[config.mk]
export PLATFORM = sky130hd
export DESIGN_NAME = rcw_top
export DESIGN_NICKNAME = d
export VERILOG_FILES = /design/src/verilog/rcw_pkg.sv /design/src/verilog/rcw_top.sv /design/src/verilog/rcw_pin_filter.sv
export SDC_FILE = /design/constraint.sdc
export NUM_CORES = 1
export LEC_CHECK = 0
export BUFFER_PORTS_ARGS = -buffer_cell sky130_fd_sc_hd__buf_2
export CORE_MARGIN = 2
export CORE_UTILIZATION = 52
export DETAILED_ROUTE_END_ITERATION = 7
export PLACE_DENSITY = 0.8
export REMOVE_ABC_BUFFERS = 1
export SYNTH_ARGS = -nofsm -noshare
export SYNTH_HDL_FRONTEND = slang
export SYNTH_HIERARCHICAL = 1
export SYNTH_SLANG_ARGS = --single-unit
[constraint.sdc]
create_clock -name aclk -period 2.6 [get_ports aclk]
set_input_delay 0 -clock aclk [delete_from_list [all_inputs] [get_ports aclk]]
set_output_delay 0 -clock aclk [all_outputs]
set_load 0.005 [all_outputs]
[src/verilog/rcw_pkg.sv]
// Constants, types and helpers shared by the reset control and watchdog block.
// Behaviour
// Six sources drive one internal reset: pin, power-on, watchdog, software, long delay, low voltage.
// The outside party holds each reset pin level change 24 clocks plus 10 us.
// Above 12 MHz the system should also use the secondary reset input; the block has only reset_pin_n, with a 25 ns clock.
// Supply low holds reset; release follows automatically 32768 clocks after power returns.
// power_on_flag (power control bit 4) sets on power-on; only software clears it.
// low_voltage_flag (power control bit 5) sets on low voltage; software clears it.
// Watchdog is an 8-bit prescaler feeding a 15-bit counter; counter overflow is timeout.
// dog_enable (watchdog control bit 5) starts counting; clearing it stops counting.
// Writing 1 to dog_kick (bit 4) restarts counting from zero; bit reads zero.
// Overflow of the enabled watchdog raises an internal system reset.
// Overflow sets dog_reset_flag (bit 7), which survives reset; only software clears it. Here aresetn also clears it.
// dog_run_in_idle (bit 3) keeps counting in idle; clear suspends counting in idle.
// dog_prescale_sel (bits 2..0) selects prescale of two to the power field plus one.
// Timeout is 12 times prescale times 32768 clocks, via a divide-by-12 stage.
// Software must kick the enabled watchdog before each timeout expires.
// Writing 1 to soft_reset_trigger (programming control bit 5) resets; bit self-clears.
// All sources merge into one reset whose release is synchronous to the clock.
// Watchdog control bit 6 is reserved: writes ignored, reads zero.
package rcw_pkg;

   localparam int unsigned CLK_PERIOD_NS        = 25;
   localparam int unsigned PIN_HOLD_BASE_CYCLES = 24;
   localparam int unsigned PIN_HOLD_NS          = 10000;
   localparam int unsigned PIN_HOLD_CYCLES      = PIN_HOLD_BASE_CYCLES
                                                  + (PIN_HOLD_NS + CLK_PERIOD_NS - 1) / CLK_PERIOD_NS;
   localparam int unsigned PIN_CNT_W            = 10;

   localparam int unsigned POR_DELAY_CLOCKS     = 32768;
   localparam int unsigned DOG_MAIN_COUNT       = 32768;
   localparam logic [3:0]  DOG_DIV12_LAST       = 4'hb;
   localparam logic [2:0]  RESET_PULSE_LAST     = 3'h3;

   // Register indices; the byte address is four times the index.
   localparam logic [7:0]  IDX_WATCHDOG_CONTROL    = 8'hc1;
   localparam logic [7:0]  IDX_POWER_CONTROL       = 8'hc2;
   localparam logic [7:0]  IDX_PROGRAMMING_CONTROL = 8'hc3;

   localparam int unsigned WDC_FLAG_BIT      = 7;
   localparam int unsigned WDC_KICK_BIT      = 4;
   localparam int unsigned PC_LVD_BIT        = 5;
   localparam int unsigned PC_POWER_ON_BIT   = 4;
   localparam int unsigned PGC_SOFT_BIT      = 5;

   localparam logic        POWER_ON_FLAG_RESET    = 1'b1;
   localparam logic        LOW_VOLTAGE_FLAG_RESET = 1'b1;

   localparam logic [1:0]  RESP_OKAY         = 2'h0;
   localparam logic [1:0]  RESP_SLVERR       = 2'h2;

   typedef struct packed {
      logic       flag;
      logic       rsvd;
      logic       enable;
      logic       kick;
      logic       run_in_idle;
      logic [2:0] prescale_sel;
   } rcw_dog_ctrl_t;

   localparam rcw_dog_ctrl_t WDC_RESET = 8'h00;

   typedef enum logic [2:0] {
      ST_POR  = 3'h1,
      ST_HOLD = 3'h2,
      ST_RUN  = 3'h4
   } rcw_state_t;

   typedef enum logic [1:0] {
      REG_WDC  = 2'h0,
      REG_PC   = 2'h1,
      REG_PGC  = 2'h2,
      REG_NONE = 2'h3
   } rcw_reg_t;

   function automatic rcw_reg_t rcw_decode(input logic [31:0] addr);
      rcw_reg_t r;
      r = REG_NONE;
      if (addr[1:0] == 2'h0 && addr[31:10] == 22'h0) begin
         if (addr[9:2] == IDX_WATCHDOG_CONTROL) r = REG_WDC;
         else if (addr[9:2] == IDX_POWER_CONTROL) r = REG_PC;
         else if (addr[9:2] == IDX_PROGRAMMING_CONTROL) r = REG_PGC;
      end
      return r;
   endfunction

   function automatic logic [7:0] rcw_ps_last(input logic [2:0] sel);
      logic [8:0] v;
      v = (9'h2 << sel) - 9'h1;
      return v[7:0];
   endfunction

endpackage

[src/verilog/rcw_top.sv]
// Reset control unit with watchdog, flags and an AXI4-Lite register slave.
module rcw_top
   import rcw_pkg::*;
#(
   parameter int unsigned POR_COUNT = POR_DELAY_CLOCKS,
   parameter int unsigned DOG_COUNT = DOG_MAIN_COUNT
) (
   input  wire logic        aclk,
   input  wire logic        aresetn,
   input  wire logic [31:0] awaddr,
   input  wire logic [2:0]  awprot,
   input  wire logic        awvalid,
   output logic             awready,
   input  wire logic [31:0] wdata,
   input  wire logic [3:0]  wstrb,
   input  wire logic        wvalid,
   output logic             wready,
   output logic [1:0]       bresp,
   output logic             bvalid,
   input  wire logic        bready,
   input  wire logic [31:0] araddr,
   input  wire logic [2:0]  arprot,
   input  wire logic        arvalid,
   output logic             arready,
   output logic [31:0]      rdata,
   output logic [1:0]       rresp,
   output logic             rvalid,
   input  wire logic        rready,
   input  wire logic        reset_pin_n,
   input  wire logic        power_low,
   input  wire logic        long_delay_active,
   input  wire logic        low_voltage_detect,
   input  wire logic        cpu_idle,
   output logic             sys_reset_n
);

   // ---------------- AXI4-Lite slave ----------------
   logic          aw_full, next_aw_full, w_full, next_w_full;
   logic [31:0]   aw_addr, next_aw_addr;
   logic [7:0]    w_data, next_w_data;
   logic          w_lane0, next_w_lane0;
   logic          next_awready, next_wready, next_bvalid, next_arready, next_rvalid;
   logic [1:0]    next_bresp, next_rresp;
   logic [31:0]   next_rdata;
   logic          do_write;
   rcw_reg_t      wr_sel, rd_sel;

   // Block state; the watchdog control and both flags are read back over the bus, the reset state is not.
   rcw_dog_ctrl_t ctrl, next_ctrl;
   logic          power_on_flag, next_power_on_flag, low_voltage_flag, next_low_voltage_flag;
   rcw_state_t    state, next_state;

   assign do_write = aw_full && w_full && !bvalid;
   assign wr_sel   = rcw_decode(aw_addr);
   assign rd_sel   = rcw_decode(araddr);

   always_comb begin
      next_aw_full = aw_full;
      next_aw_addr = aw_addr;
      next_w_full  = w_full;
      next_w_data  = w_data;
      next_w_lane0 = w_lane0;
      next_bvalid  = bvalid;
      next_bresp   = bresp;
      next_rvalid  = rvalid;
      next_rdata   = rdata;
      next_rresp   = rresp;
      if (awvalid && awready) begin
         next_aw_full = 1'b1;
         next_aw_addr = awaddr;
      end
      if (wvalid && wready) begin
         next_w_full  = 1'b1;
         next_w_data  = wdata[7:0];
         next_w_lane0 = wstrb[0];
      end
      if (bvalid && bready) begin
         next_bvalid = 1'b0;
      end
      if (do_write) begin
         next_aw_full = 1'b0;
         next_w_full  = 1'b0;
         next_bvalid  = 1'b1;
         next_bresp   = (wr_sel == REG_NONE) ? RESP_SLVERR : RESP_OKAY;
      end
      if (rvalid && rready) begin
         next_rvalid = 1'b0;
      end
      if (arvalid && arready) begin
         next_rvalid = 1'b1;
         next_rresp  = RESP_OKAY;
         case (rd_sel)
            REG_WDC: next_rdata = {24'h0, ctrl.flag, 1'b0, ctrl.enable, 1'b0,
                                   ctrl.run_in_idle, ctrl.prescale_sel};
            REG_PC:  next_rdata = {26'h0, low_voltage_flag, power_on_flag, 4'h0};
            REG_PGC: next_rdata = 32'h0;
            default: begin
               next_rdata = 32'h0;
               next_rresp = RESP_SLVERR;
            end
         endcase
      end
      next_awready = !next_aw_full;
      next_wready  = !next_w_full;
      next_arready = !next_rvalid;
   end

   always_ff @(posedge aclk) begin
      if (!aresetn) begin
         aw_full <= 1'b0;
         aw_addr <= 32'h0;
         w_full  <= 1'b0;
         w_data  <= 8'h0;
         w_lane0 <= 1'b0;
         awready <= 1'b1;
         wready  <= 1'b1;
         bvalid  <= 1'b0;
         bresp   <= RESP_OKAY;
         arready <= 1'b1;
         rvalid  <= 1'b0;
         rdata   <= 32'h0;
         rresp   <= RESP_OKAY;
      end else begin
         aw_full <= next_aw_full;
         aw_addr <= next_aw_addr;
         w_full  <= next_w_full;
         w_data  <= next_w_data;
         w_lane0 <= next_w_lane0;
         awready <= next_awready;
         wready  <= next_wready;
         bvalid  <= next_bvalid;
         bresp   <= next_bresp;
         arready <= next_arready;
         rvalid  <= next_rvalid;
         rdata   <= next_rdata;
         rresp   <= next_rresp;
      end
   end

   // ---------------- Register writes and flags ----------------
   logic wr_wdc, wr_pc, kick, soft_req, dog_overflow;

   // Writes without the low byte lane answer OKAY but change nothing.
   assign wr_wdc   = do_write && w_lane0 && wr_sel == REG_WDC;
   assign wr_pc    = do_write && w_lane0 && wr_sel == REG_PC;
   assign kick     = wr_wdc && w_data[WDC_KICK_BIT];
   assign soft_req = do_write && w_lane0 && wr_sel == REG_PGC && w_data[PGC_SOFT_BIT];

   always_comb begin
      next_ctrl = ctrl;
      next_power_on_flag    = power_on_flag;
      next_low_voltage_flag = low_voltage_flag;
      if (wr_wdc) begin
         next_ctrl.enable       = w_data[5];
         next_ctrl.run_in_idle  = w_data[3];
         next_ctrl.prescale_sel = w_data[2:0];
         if (!w_data[WDC_FLAG_BIT]) next_ctrl.flag = 1'b0;
      end
      next_ctrl.kick = 1'b0;
      next_ctrl.rsvd = 1'b0;
      // A reset in progress returns the watchdog settings to idle but keeps its flag.
      if (state != ST_RUN) begin
         next_ctrl.enable       = 1'b0;
         next_ctrl.run_in_idle  = 1'b0;
         next_ctrl.prescale_sel = 3'h0;
      end
      if (dog_overflow) next_ctrl.flag = 1'b1;
      if (wr_pc && !w_data[PC_POWER_ON_BIT]) next_power_on_flag = 1'b0;
      if (wr_pc && !w_data[PC_LVD_BIT]) next_low_voltage_flag = 1'b0;
      if (power_low) next_power_on_flag = 1'b1;
      if (low_voltage_detect) next_low_voltage_flag = 1'b1;
   end

   always_ff @(posedge aclk) begin
      if (!aresetn) begin
         ctrl <= WDC_RESET;
         power_on_flag    <= POWER_ON_FLAG_RESET;
         low_voltage_flag <= LOW_VOLTAGE_FLAG_RESET;
      end else begin
         ctrl <= next_ctrl;
         power_on_flag    <= next_power_on_flag;
         low_voltage_flag <= next_low_voltage_flag;
      end
   end

   // ---------------- Watchdog counters ----------------
   logic [3:0]  div12, next_div12;
   logic [7:0]  pre_cnt, next_pre_cnt;
   logic [14:0] dog_cnt, next_dog_cnt;
   logic        cnt_en, div_tick, pre_tick, main_last;

   assign cnt_en    = state == ST_RUN && ctrl.enable && (!cpu_idle || ctrl.run_in_idle) && !kick;
   assign div_tick  = div12 == DOG_DIV12_LAST;
   assign pre_tick  = pre_cnt == rcw_ps_last(ctrl.prescale_sel);
   assign main_last = dog_cnt == 15'(DOG_COUNT - 1);
   assign dog_overflow = cnt_en && div_tick && pre_tick && main_last;

   always_comb begin
      next_div12   = div12;
      next_pre_cnt = pre_cnt;
      next_dog_cnt = dog_cnt;
      if (state != ST_RUN || kick) begin
         next_div12   = 4'h0;
         next_pre_cnt = 8'h0;
         next_dog_cnt = 15'h0;
      end else if (cnt_en) begin
         next_div12 = div_tick ? 4'h0 : div12 + 4'h1;
         if (div_tick) begin
            next_pre_cnt = pre_tick ? 8'h0 : pre_cnt + 8'h1;
            if (pre_tick) next_dog_cnt = main_last ? 15'h0 : dog_cnt + 15'h1;
         end
      end
   end

   always_ff @(posedge aclk) begin
      if (!aresetn) begin
         div12   <= 4'h0;
         pre_cnt <= 8'h0;
         dog_cnt <= 15'h0;
      end else begin
         div12   <= next_div12;
         pre_cnt <= next_pre_cnt;
         dog_cnt <= next_dog_cnt;
      end
   end

   // ---------------- Reset merge ----------------
   logic        pin_level, level_src, pulse_src, next_sys_reset_n;
   logic [15:0] por_cnt, next_por_cnt;
   logic [2:0]  stretch, next_stretch;

   rcw_pin_filter u_pin_filter (
      .aclk      (aclk),
      .aresetn   (aresetn),
      .pin_in    (reset_pin_n),
      .pin_level (pin_level)
   );

   assign level_src = !pin_level || long_delay_active || low_voltage_detect;
   // One-cycle sources are stretched so that every consumer sees the reset.
   assign pulse_src = dog_overflow || soft_req;

   always_comb begin
      next_state   = state;
      next_por_cnt = por_cnt;
      next_stretch = stretch;
      case (state)
         ST_POR: begin
            if (por_cnt == 16'(POR_COUNT - 1)) begin
               next_state   = level_src ? ST_HOLD : ST_RUN;
               next_stretch = RESET_PULSE_LAST;
            end else begin
               next_por_cnt = por_cnt + 16'h1;
            end
         end
         ST_HOLD: begin
            if (level_src || pulse_src) next_stretch = RESET_PULSE_LAST;
            else if (stretch == 3'h0) next_state = ST_RUN;
            else next_stretch = stretch - 3'h1;
         end
         ST_RUN: begin
            if (level_src || pulse_src) begin
               next_state   = ST_HOLD;
               next_stretch = RESET_PULSE_LAST;
            end
         end
         default: next_state = ST_POR;
      endcase
      if (power_low) begin
         next_state   = ST_POR;
         next_por_cnt = 16'h0;
      end
      next_sys_reset_n = next_state == ST_RUN;
   end

   always_ff @(posedge aclk) begin
      if (!aresetn) begin
         state       <= ST_POR;
         por_cnt     <= 16'h0;
         stretch     <= 3'h0;
         sys_reset_n <= 1'b0;
      end else begin
         state       <= next_state;
         por_cnt     <= next_por_cnt;
         stretch     <= next_stretch;
         sys_reset_n <= next_sys_reset_n;
      end
   end
endmodule

[src/verilog/rcw_pin_filter.sv]
// Stability filter that accepts a reset pin level only after it has been held long enough.
module rcw_pin_filter
   import rcw_pkg::*;
#(
   parameter int unsigned STABLE_CYCLES = PIN_HOLD_CYCLES
) (
   input  wire logic aclk,
   input  wire logic aresetn,
   input  wire logic pin_in,
   output logic      pin_level
);

   logic [PIN_CNT_W-1:0] cnt;
   logic [PIN_CNT_W-1:0] next_cnt;
   logic                 next_pin_level;

   // Short glitches restart the count, so only a level held the full time passes.
   always_comb begin
      next_cnt       = '0;
      next_pin_level = pin_level;
      if (pin_in != pin_level) begin
         if (cnt == PIN_CNT_W'(STABLE_CYCLES - 1)) begin
            next_pin_level = pin_in;
         end else begin
            next_cnt = cnt + 1'b1;
         end
      end
   end

   always_ff @(posedge aclk) begin
      if (!aresetn) begin
         cnt       <= '0;
         pin_level <= 1'b1;
      end else begin
         cnt       <= next_cnt;
         pin_level <= next_pin_level;
      end
   end

endmodule

==> results of run 1 <==
## where the power goes
group | total (mW) | internal (mW) | switching, mW
sequential | 2.01 | 1.97 | 0.0375
clock | 2.28 | 1.38 | 0.904
combinational | 0.330 | 0.161 | 0.169
total | 4.62 | 3.51 | 1.11
## layer usage
| layer | wire (um) | part of all wire |
|---|---|---|
| met1 | 5770 | 0.42 |
| met2 | 6880 | 0.50 |
| met3 | 886 | 0.064 |
| met4 | 230 | 0.017 |
| met5 | 0 | 0 |
## logic make-up after synthesis
| logic type | after synthesis | share of synthesized area |
|---|---|---|
| xor gates and xnor gates | 38 | 0.0579 |
| adders and majority gates | 7 | 0.0152 |
| DFF | 125 | 0.436 |
| AOI/OAI and AO/OA | 105 | 0.111 |
| and+or+nand+nor | 328 | 0.288 |
| buffers and inverters | 76 | 0.0721 |
| muxes | 11 | 0.0192 |
| other | 1 | 0.000653 |
## timing repair
item	CTS	global route
hold buffers	55	0
endpoints found under the hold margin	68	0
endpoints found under the setup margin	0	0
## worst reg2reg max path: cells and delay by family (launching register included)
kind | cells | cell delay [ns]
buffers and inverters | 1 | 0.58
DFF | 1 | 0.33
AOI/OAI and AO/OA | 1 | 0.18
and+or+nand+nor | 5 | 1.20
## path summary, 6_finish.rpt
check,start,endpoint,slack (ns)
worst max-delay path,aw_addr[11]$_SDFFE_PN0P_,low_voltage_flag$_SDFFE_PP1P_,0.20
worst min-delay path,wvalid,w_data[7]$_SDFFE_PN0P_,0.04
worst max register to register,aw_addr[11]$_SDFFE_PN0P_,low_voltage_flag$_SDFFE_PP1P_,0.20
worst min register to register,w_data[7]$_SDFFE_PN0P_,w_data[7]$_SDFFE_PN0P_,0.45
## registers in the layout, summed over array words and instances (netlist names), 3 cells and up
register	flops
aw_addr	32
ctrl	6
div12	4
dog_cnt	15
por_cnt	16
pre_cnt	8
rdata	7
state	3
stretch	3
u_pin_filter/cnt	10
w_data	7
## layout make-up
cell class	count	area (um^2)	share of cell area
multi-input cells	516	2930	0.400
flip-flops and latches	125	2500	0.342
repair buffers	156	1060	0.145
clock buffers	17	414	0.0566
well taps	140	175	0.0240
clock inverters	15	161	0.0221
inverters	18	67.6	0.00924
## layout by cell type (no fill, tap or decap), drive strengths merged, types with 2 or more instances in the layout
| cell | instances |
|---|---|
| nor3 | 11 |
| nor2b | 7 |
| or2 | 5 |
| dfxtp | 125 |
| and2 | 13 |
| inv | 23 |
| a211oi | 6 |
| xor2 | 29 |
| nand2 | 111 |
| and3b | 2 |
| a31oi | 3 |
| and4 | 4 |
| nand3 | 25 |
| nand4 | 25 |
| nor4b | 2 |
| nor2 | 72 |
| clkbuf | 17 |
| nor4 | 14 |
| a21oi | 55 |
| buf | 101 |
| and3 | 10 |
| conb | 27 |
| xnor2 | 9 |
| o211a | 6 |
| o31ai | 4 |
| bufinv | 2 |
| nand2b | 6 |
| dlygate4sd3 | 55 |
| or4 | 3 |
| ha | 7 |
| o21ai | 16 |
| nand3b | 3 |
| mux2i | 11 |
| a22oi | 6 |
| or3 | 9 |
| clkinv | 7 |
| nor3b | 3 |
==> impl_metrics.py, run 1 <==
metrics = {
    "global_routing": {
        "grt_max_degree": 51,
        "gr-total-overflow": 0,
        "grt_pass1_vias": 5062,
        "grt_antenna_before_repair": 0,
        "use_met3": 0.0693,
        "grtUsageTotal": 0.241,
        "grt_busiest_layer": "met2",
        "grt_util_met2": 0.421,
        "grt_pass1_wl_um": 22600,
        "met1_usage": 0.277,
    },
    "hold_path": {
        "hold_class": "input pin to flop",
        "holdPathStages": 4,
    },
    "synthesis": {
        "synth_edf_count": 0,
        "yosysMostFrequentCell": "dfxtp_1",
        "yosysUniqueCellTypes": 62,
        "ys_seq_area_frac": 0.436,
        "synth_area_leaders": "dfxtp_1, nand2_1, a21oi_1",
        "synth-main-ff-cell": "dfxtp_1",
        "syn-instance-count": 691,
        "synth_top_area_frac": 0.436,
        "synth-seq-cells": 125,
        "synth.largest_area_cell": "dfxtp_1",
        "yosys_warnings": 6,
        "netlist_area_um2": 5750,
        "synth_top_cells_by_count": "dfxtp_1, nand2_1, nor2_1",
        "syn_avg_cell_area_um2": 8.31,
        "async_reset_ff_frac": 0,
    },
    "cells_and_area": {
        "fillers": 829,
        "diodes": 0,
        "final_area_um2": 7310,
        "fin_util": 0.677,
        "syn_to_final_growth_pct": 27.2,
        "instances_no_fill": 987,
        "drive_above_1_share": 0.182,
        "nNetsFinal": 959,
    },
    "critical_path": {
        "crit_required_ns": 3.00,
        "worst_path_most_repeated_cell": "nand3b_1",
        "worst-path-buf-inv": 1,
        "path_delay_family": "simple AND/OR/NAND/NOR gates",
        "cp-end-kind": "flop",
        "crit_slowest_cell": "dlygate4sd3_1",
        "crit_fanout": 3,
        "start_kind": "flop",
        "r2r_cells": 7,
        "critPathKind": "flop to flop",
        "worstPathArrival_ns": 2.80,
        "cp.depth": 7,
        "path_cells": "nor4b_1, nand2_1, nor4_2, nand3b_1, o21ai_0, nand3b_1, dlygate4sd3_1",
        "slowest_delay_ns": 0.58,
    },
    "timing": {
        "fin_worst_hold_slack_ns": 0.0374,
        "hold_violations": 0,
        "slew_viol_final": 0,
        "fin_ws_ns": 0.198,
        "finalSetupViolCount": 0,
        "rsz0062_at_grt": "no",
        "worst_pin_slew_ns": 1.01,
        "slew_headroom": 0.324,
        "fin_skew_ns": 0.00874,
        "max_freq_mhz": 416,
        "finalCritPeriodShare": 0.924,
        "fin_crit_ns": 2.40,
        "setup_tns_ns": 0,
    },
    "drt": {
        "wl_per_cell_um": 13.9,
        "via_per_inst": 5.33,
        "firstDrtPassIters": 5,
        "dr.first_iter.drc_count": 273,
        "route.vias.total": 5257,
        "drtAntennaViolNets": 0,
        "wl_um": 13800,
        "drcViolationCount": 0,
    },
    "floorplan": {
        "core-area_um2": 10800,
        "dieArea_um2": 11900,
        "die_w_um": 109,
        "io_pins": 160,
        "die_y_um": 109,
        "initial_core_util": 0.532,
        "rows": 38,
    },
    "pwr": {
        "vdd_drop_max_mv": 0.415,
        "power_leakage_nw": 2.98,
        "power_density_nw_per_um2": 632,
        "finalPower_mw": 4.62,
    },
    "placement": {
        "place_area_um2": 6180,
        "port_buffers": 98,
        "dpl_worst_slack_ns": 0.329,
        "gp_congestion": 0.853,
        "placedCellCount": 900,
        "dp_hpwl_um": 9020,
    },
    "clock_tree": {
        "clk-insertion-delay-late_ns": 0.52,
        "cts_resized": 0,
        "postCtsSetupBuffers": 0,
        "clockBufferDepth": 2,
        "cts_htree_levels": 4,
        "path_clk_slew_ns": 0.06,
        "cts_sinks": 125,
        "cts-root-buf": "clkbuf_8",
        "cts-buffers-inserted": 17,
        "cts_tree": "yes",
    },
    "status": {
        "status": "finished clean",
    },
    "flow_run": {
        "maxCapViolCount": 0,
    },
}
(Power assumes the default switching activity.)
==> run 2: changes to the inputs <==
--- a/config.mk
+++ b/config.mk
@@ -6,10 +6,12 @@
 export NUM_CORES = 1
 export LEC_CHECK = 0
 export BUFFER_PORTS_ARGS = -buffer_cell sky130_fd_sc_hd__buf_2
+export CELL_PAD_IN_SITES_DETAIL_PLACEMENT = 1
+export CELL_PAD_IN_SITES_GLOBAL_PLACEMENT = 1
 export CORE_MARGIN = 2
-export CORE_UTILIZATION = 52
+export CORE_UTILIZATION = 38
 export DETAILED_ROUTE_END_ITERATION = 7
-export PLACE_DENSITY = 0.8
+export PLACE_DENSITY_LB_ADDON = 0.1
 export REMOVE_ABC_BUFFERS = 1
 export SYNTH_ARGS = -nofsm -noshare
 export SYNTH_HDL_FRONTEND = slang
==> impl_metrics.py, run 2 (synthesis results as in run 1) <==
metrics = {
    "status": {
        "status": "finished clean",
    },
    "floorplan": {
        "io_pins": 160,
        "rows": 44,
        "core-area_um2": 14600,
        "die_y_um": 127,
        "dieArea_um2": 16100,
        "initial_core_util": 0.392,
        "die_w_um": 127,
    },
    "clock_tree": {
        "path_clk_slew_ns": 0.05,
        "clockBufferDepth": 2,
        "cts-buffers-inserted": 17,
        "cts_tree": "yes",
        "cts_sinks": 125,
        "cts_htree_levels": 4,
        "clk-insertion-delay-late_ns": 0.42,
        "cts-root-buf": "clkbuf_16",
    },
    "critical_path": {
        "slowest_delay_ns": 0.58,
        "critPathKind": "flop to flop",
        "worst_path_most_repeated_cell": "nand3b_1",
        "path_cells": "nor4b_1, nand2_1, buf_4, nor4_4, nand3b_1, o21ai_0, nand3b_1, dlygate4sd3_1",
        "start_kind": "flop",
        "crit_slowest_cell": "dlygate4sd3_1",
        "crit_fanout": 3,
        "cp-end-kind": "flop",
        "worst-path-buf-inv": 2,
        "crit_required_ns": 2.89,
        "worstPathArrival_ns": 2.70,
        "rrSetupSlack_ns": 0.19,
        "path_delay_family": "simple AND/OR/NAND/NOR gates",
    },
    "global_routing": {
        "use_met3": 0.0405,
        "grt_pass1_vias": 5460,
        "met1_usage": 0.228,
        "grt_util_met2": 0.379,
        "grtUsageTotal": 0.202,
        "grt_pass1_wl_um": 26200,
        "grt_antenna_before_repair": 0,
        "gr-total-overflow": 0,
        "grt_max_degree": 42,
        "grt_busiest_layer": "met2",
    },
    "cells_and_area": {
        "instances_no_fill": 1030,
        "diodes": 0,
        "layout_common_cells": "dfxtp_1, nand2_1, buf_2, nor2_1, a21oi_1",
        "largest_register_ffs": 32,
        "layout_commonest_cell": "dfxtp_1",
        "top_register": "aw_addr",
        "drive_above_1_share": 0.186,
        "largest_registers": "aw_addr (32), por_cnt (16), dog_cnt (15)",
        "syn_to_final_growth_pct": 28.6,
        "nNetsFinal": 958,
    },
    "placement": {
        "dp_hpwl_um": 10700,
        "port_buffers": 98,
        "dpl_worst_slack_ns": 0.257,
        "gp_congestion": 0.782,
        "placedCellCount": 949,
    },
    "drt": {
        "drcViolationCount": 0,
        "wl_um": 15800,
        "firstDrtPassIters": 4,
        "dr.first_iter.drc_count": 250,
        "via_per_inst": 5.10,
        "wl_per_cell_um": 15.3,
        "drtAntennaViolNets": 0,
        "route.vias.total": 5249,
    },
    "pwr": {
        "finalPower_mw": 4.79,
        "vdd_drop_max_mv": 0.448,
        "power_density_nw_per_um2": 648,
        "power_leakage_nw": 3.00,
    },
    "flow_run": {
        "maxCapViolCount": 0,
    },
    "timing": {
        "fin_crit_ns": 2.41,
        "hold_violations": 0,
        "fin_skew_ns": 0.0140,
        "setup_tns_ns": 0,
        "worst_pin_slew_ns": 0.635,
        "max_freq_mhz": 414,
        "slew_headroom": 0.577,
        "finalSetupViolCount": 0,
        "finalCritPeriodShare": 0.928,
        "rsz0062_at_grt": "no",
        "slew_viol_final": 0,
        "fin_worst_hold_slack_ns": 0.0328,
        "fin_ws_ns": 0.187,
    },
    "hold_path": {
        "hold_class": "input pin to flop",
    },
}
run 2: changes by cell type in the layout (fill, tap and decap cells not counted), moves of 3 or more:
cell and delta:
clkbuf_8 +4, inv_6 -6, clkbuf_1 +4, dlygate4sd3_1 -7
buf_4 +6, clkinv_4 -3
run 2: area by class of cell:
| type | count | area, um^2 |
|---|---|---|
| fillers | 1775 | 7260 |
| clock buffers | 26 | 509 |
| repair buffers | 155 | 1040 |
| well taps | 184 | 230 |
| clock inverters | 6 | 105 |
| multi-input cells | 516 | 2940 |
| flip-flops and latches | 125 | 2500 |
| inverters | 18 | 67.6 |
run 2: timing repair:
action | in CTS | in global routing
setup endpoints to repair | 0 | 2
setup buffers | 0 | 1
endpoints found under the hold margin | 54 | 0
gates resized for setup | 0 | 2
hold buffers | 48 | 0
run 2: worst min-delay path, stage by stage:
cell	delay [ns]
buf_2	0.10
nand3_1	0.10
nand4_1	0.12
a21oi_1	0.07
run 2: final timing paths:
path / startpoint / end / cells past startpoint
worst max-delay path: aw_addr[10]$_SDFFE_PN0P_ / low_voltage_flag$_SDFFE_PP1P_ / 8
worst min-delay path: araddr[2] / rresp[1]$_SDFFE_PN0P_ / 4
worst max register to register: aw_addr[10]$_SDFFE_PN0P_ / low_voltage_flag$_SDFFE_PP1P_ / 8
worst min register to register: w_data[3]$_SDFFE_PN0P_ / w_data[3]$_SDFFE_PN0P_ / 2
run 2: metrics by stage:
| stage | cell area (um^2) | util |
|---|---|---|
| after detailed placement | 6280 | 0.429 |
| after floorplan | 5500 | - |
| after global placement | 6280 | 0.429 |
| after global routing | 7390 | 0.505 |
| after CTS | 7370 | 0.503 |
| final | 7390 | 0.505 |
run 2: metal layers:
layer,routed length [um],share of wire
met2,8320,0.53
met5,0,0
met4,179,0.011
met1,6640,0.42
met3,636,0.040
run 2: where the power goes:
group	switching, mW	internal (mW)	total [mW]
logic	0.172	0.157	0.329
clock network	0.817	1.63	2.45
registers	0.0379	1.97	2.01
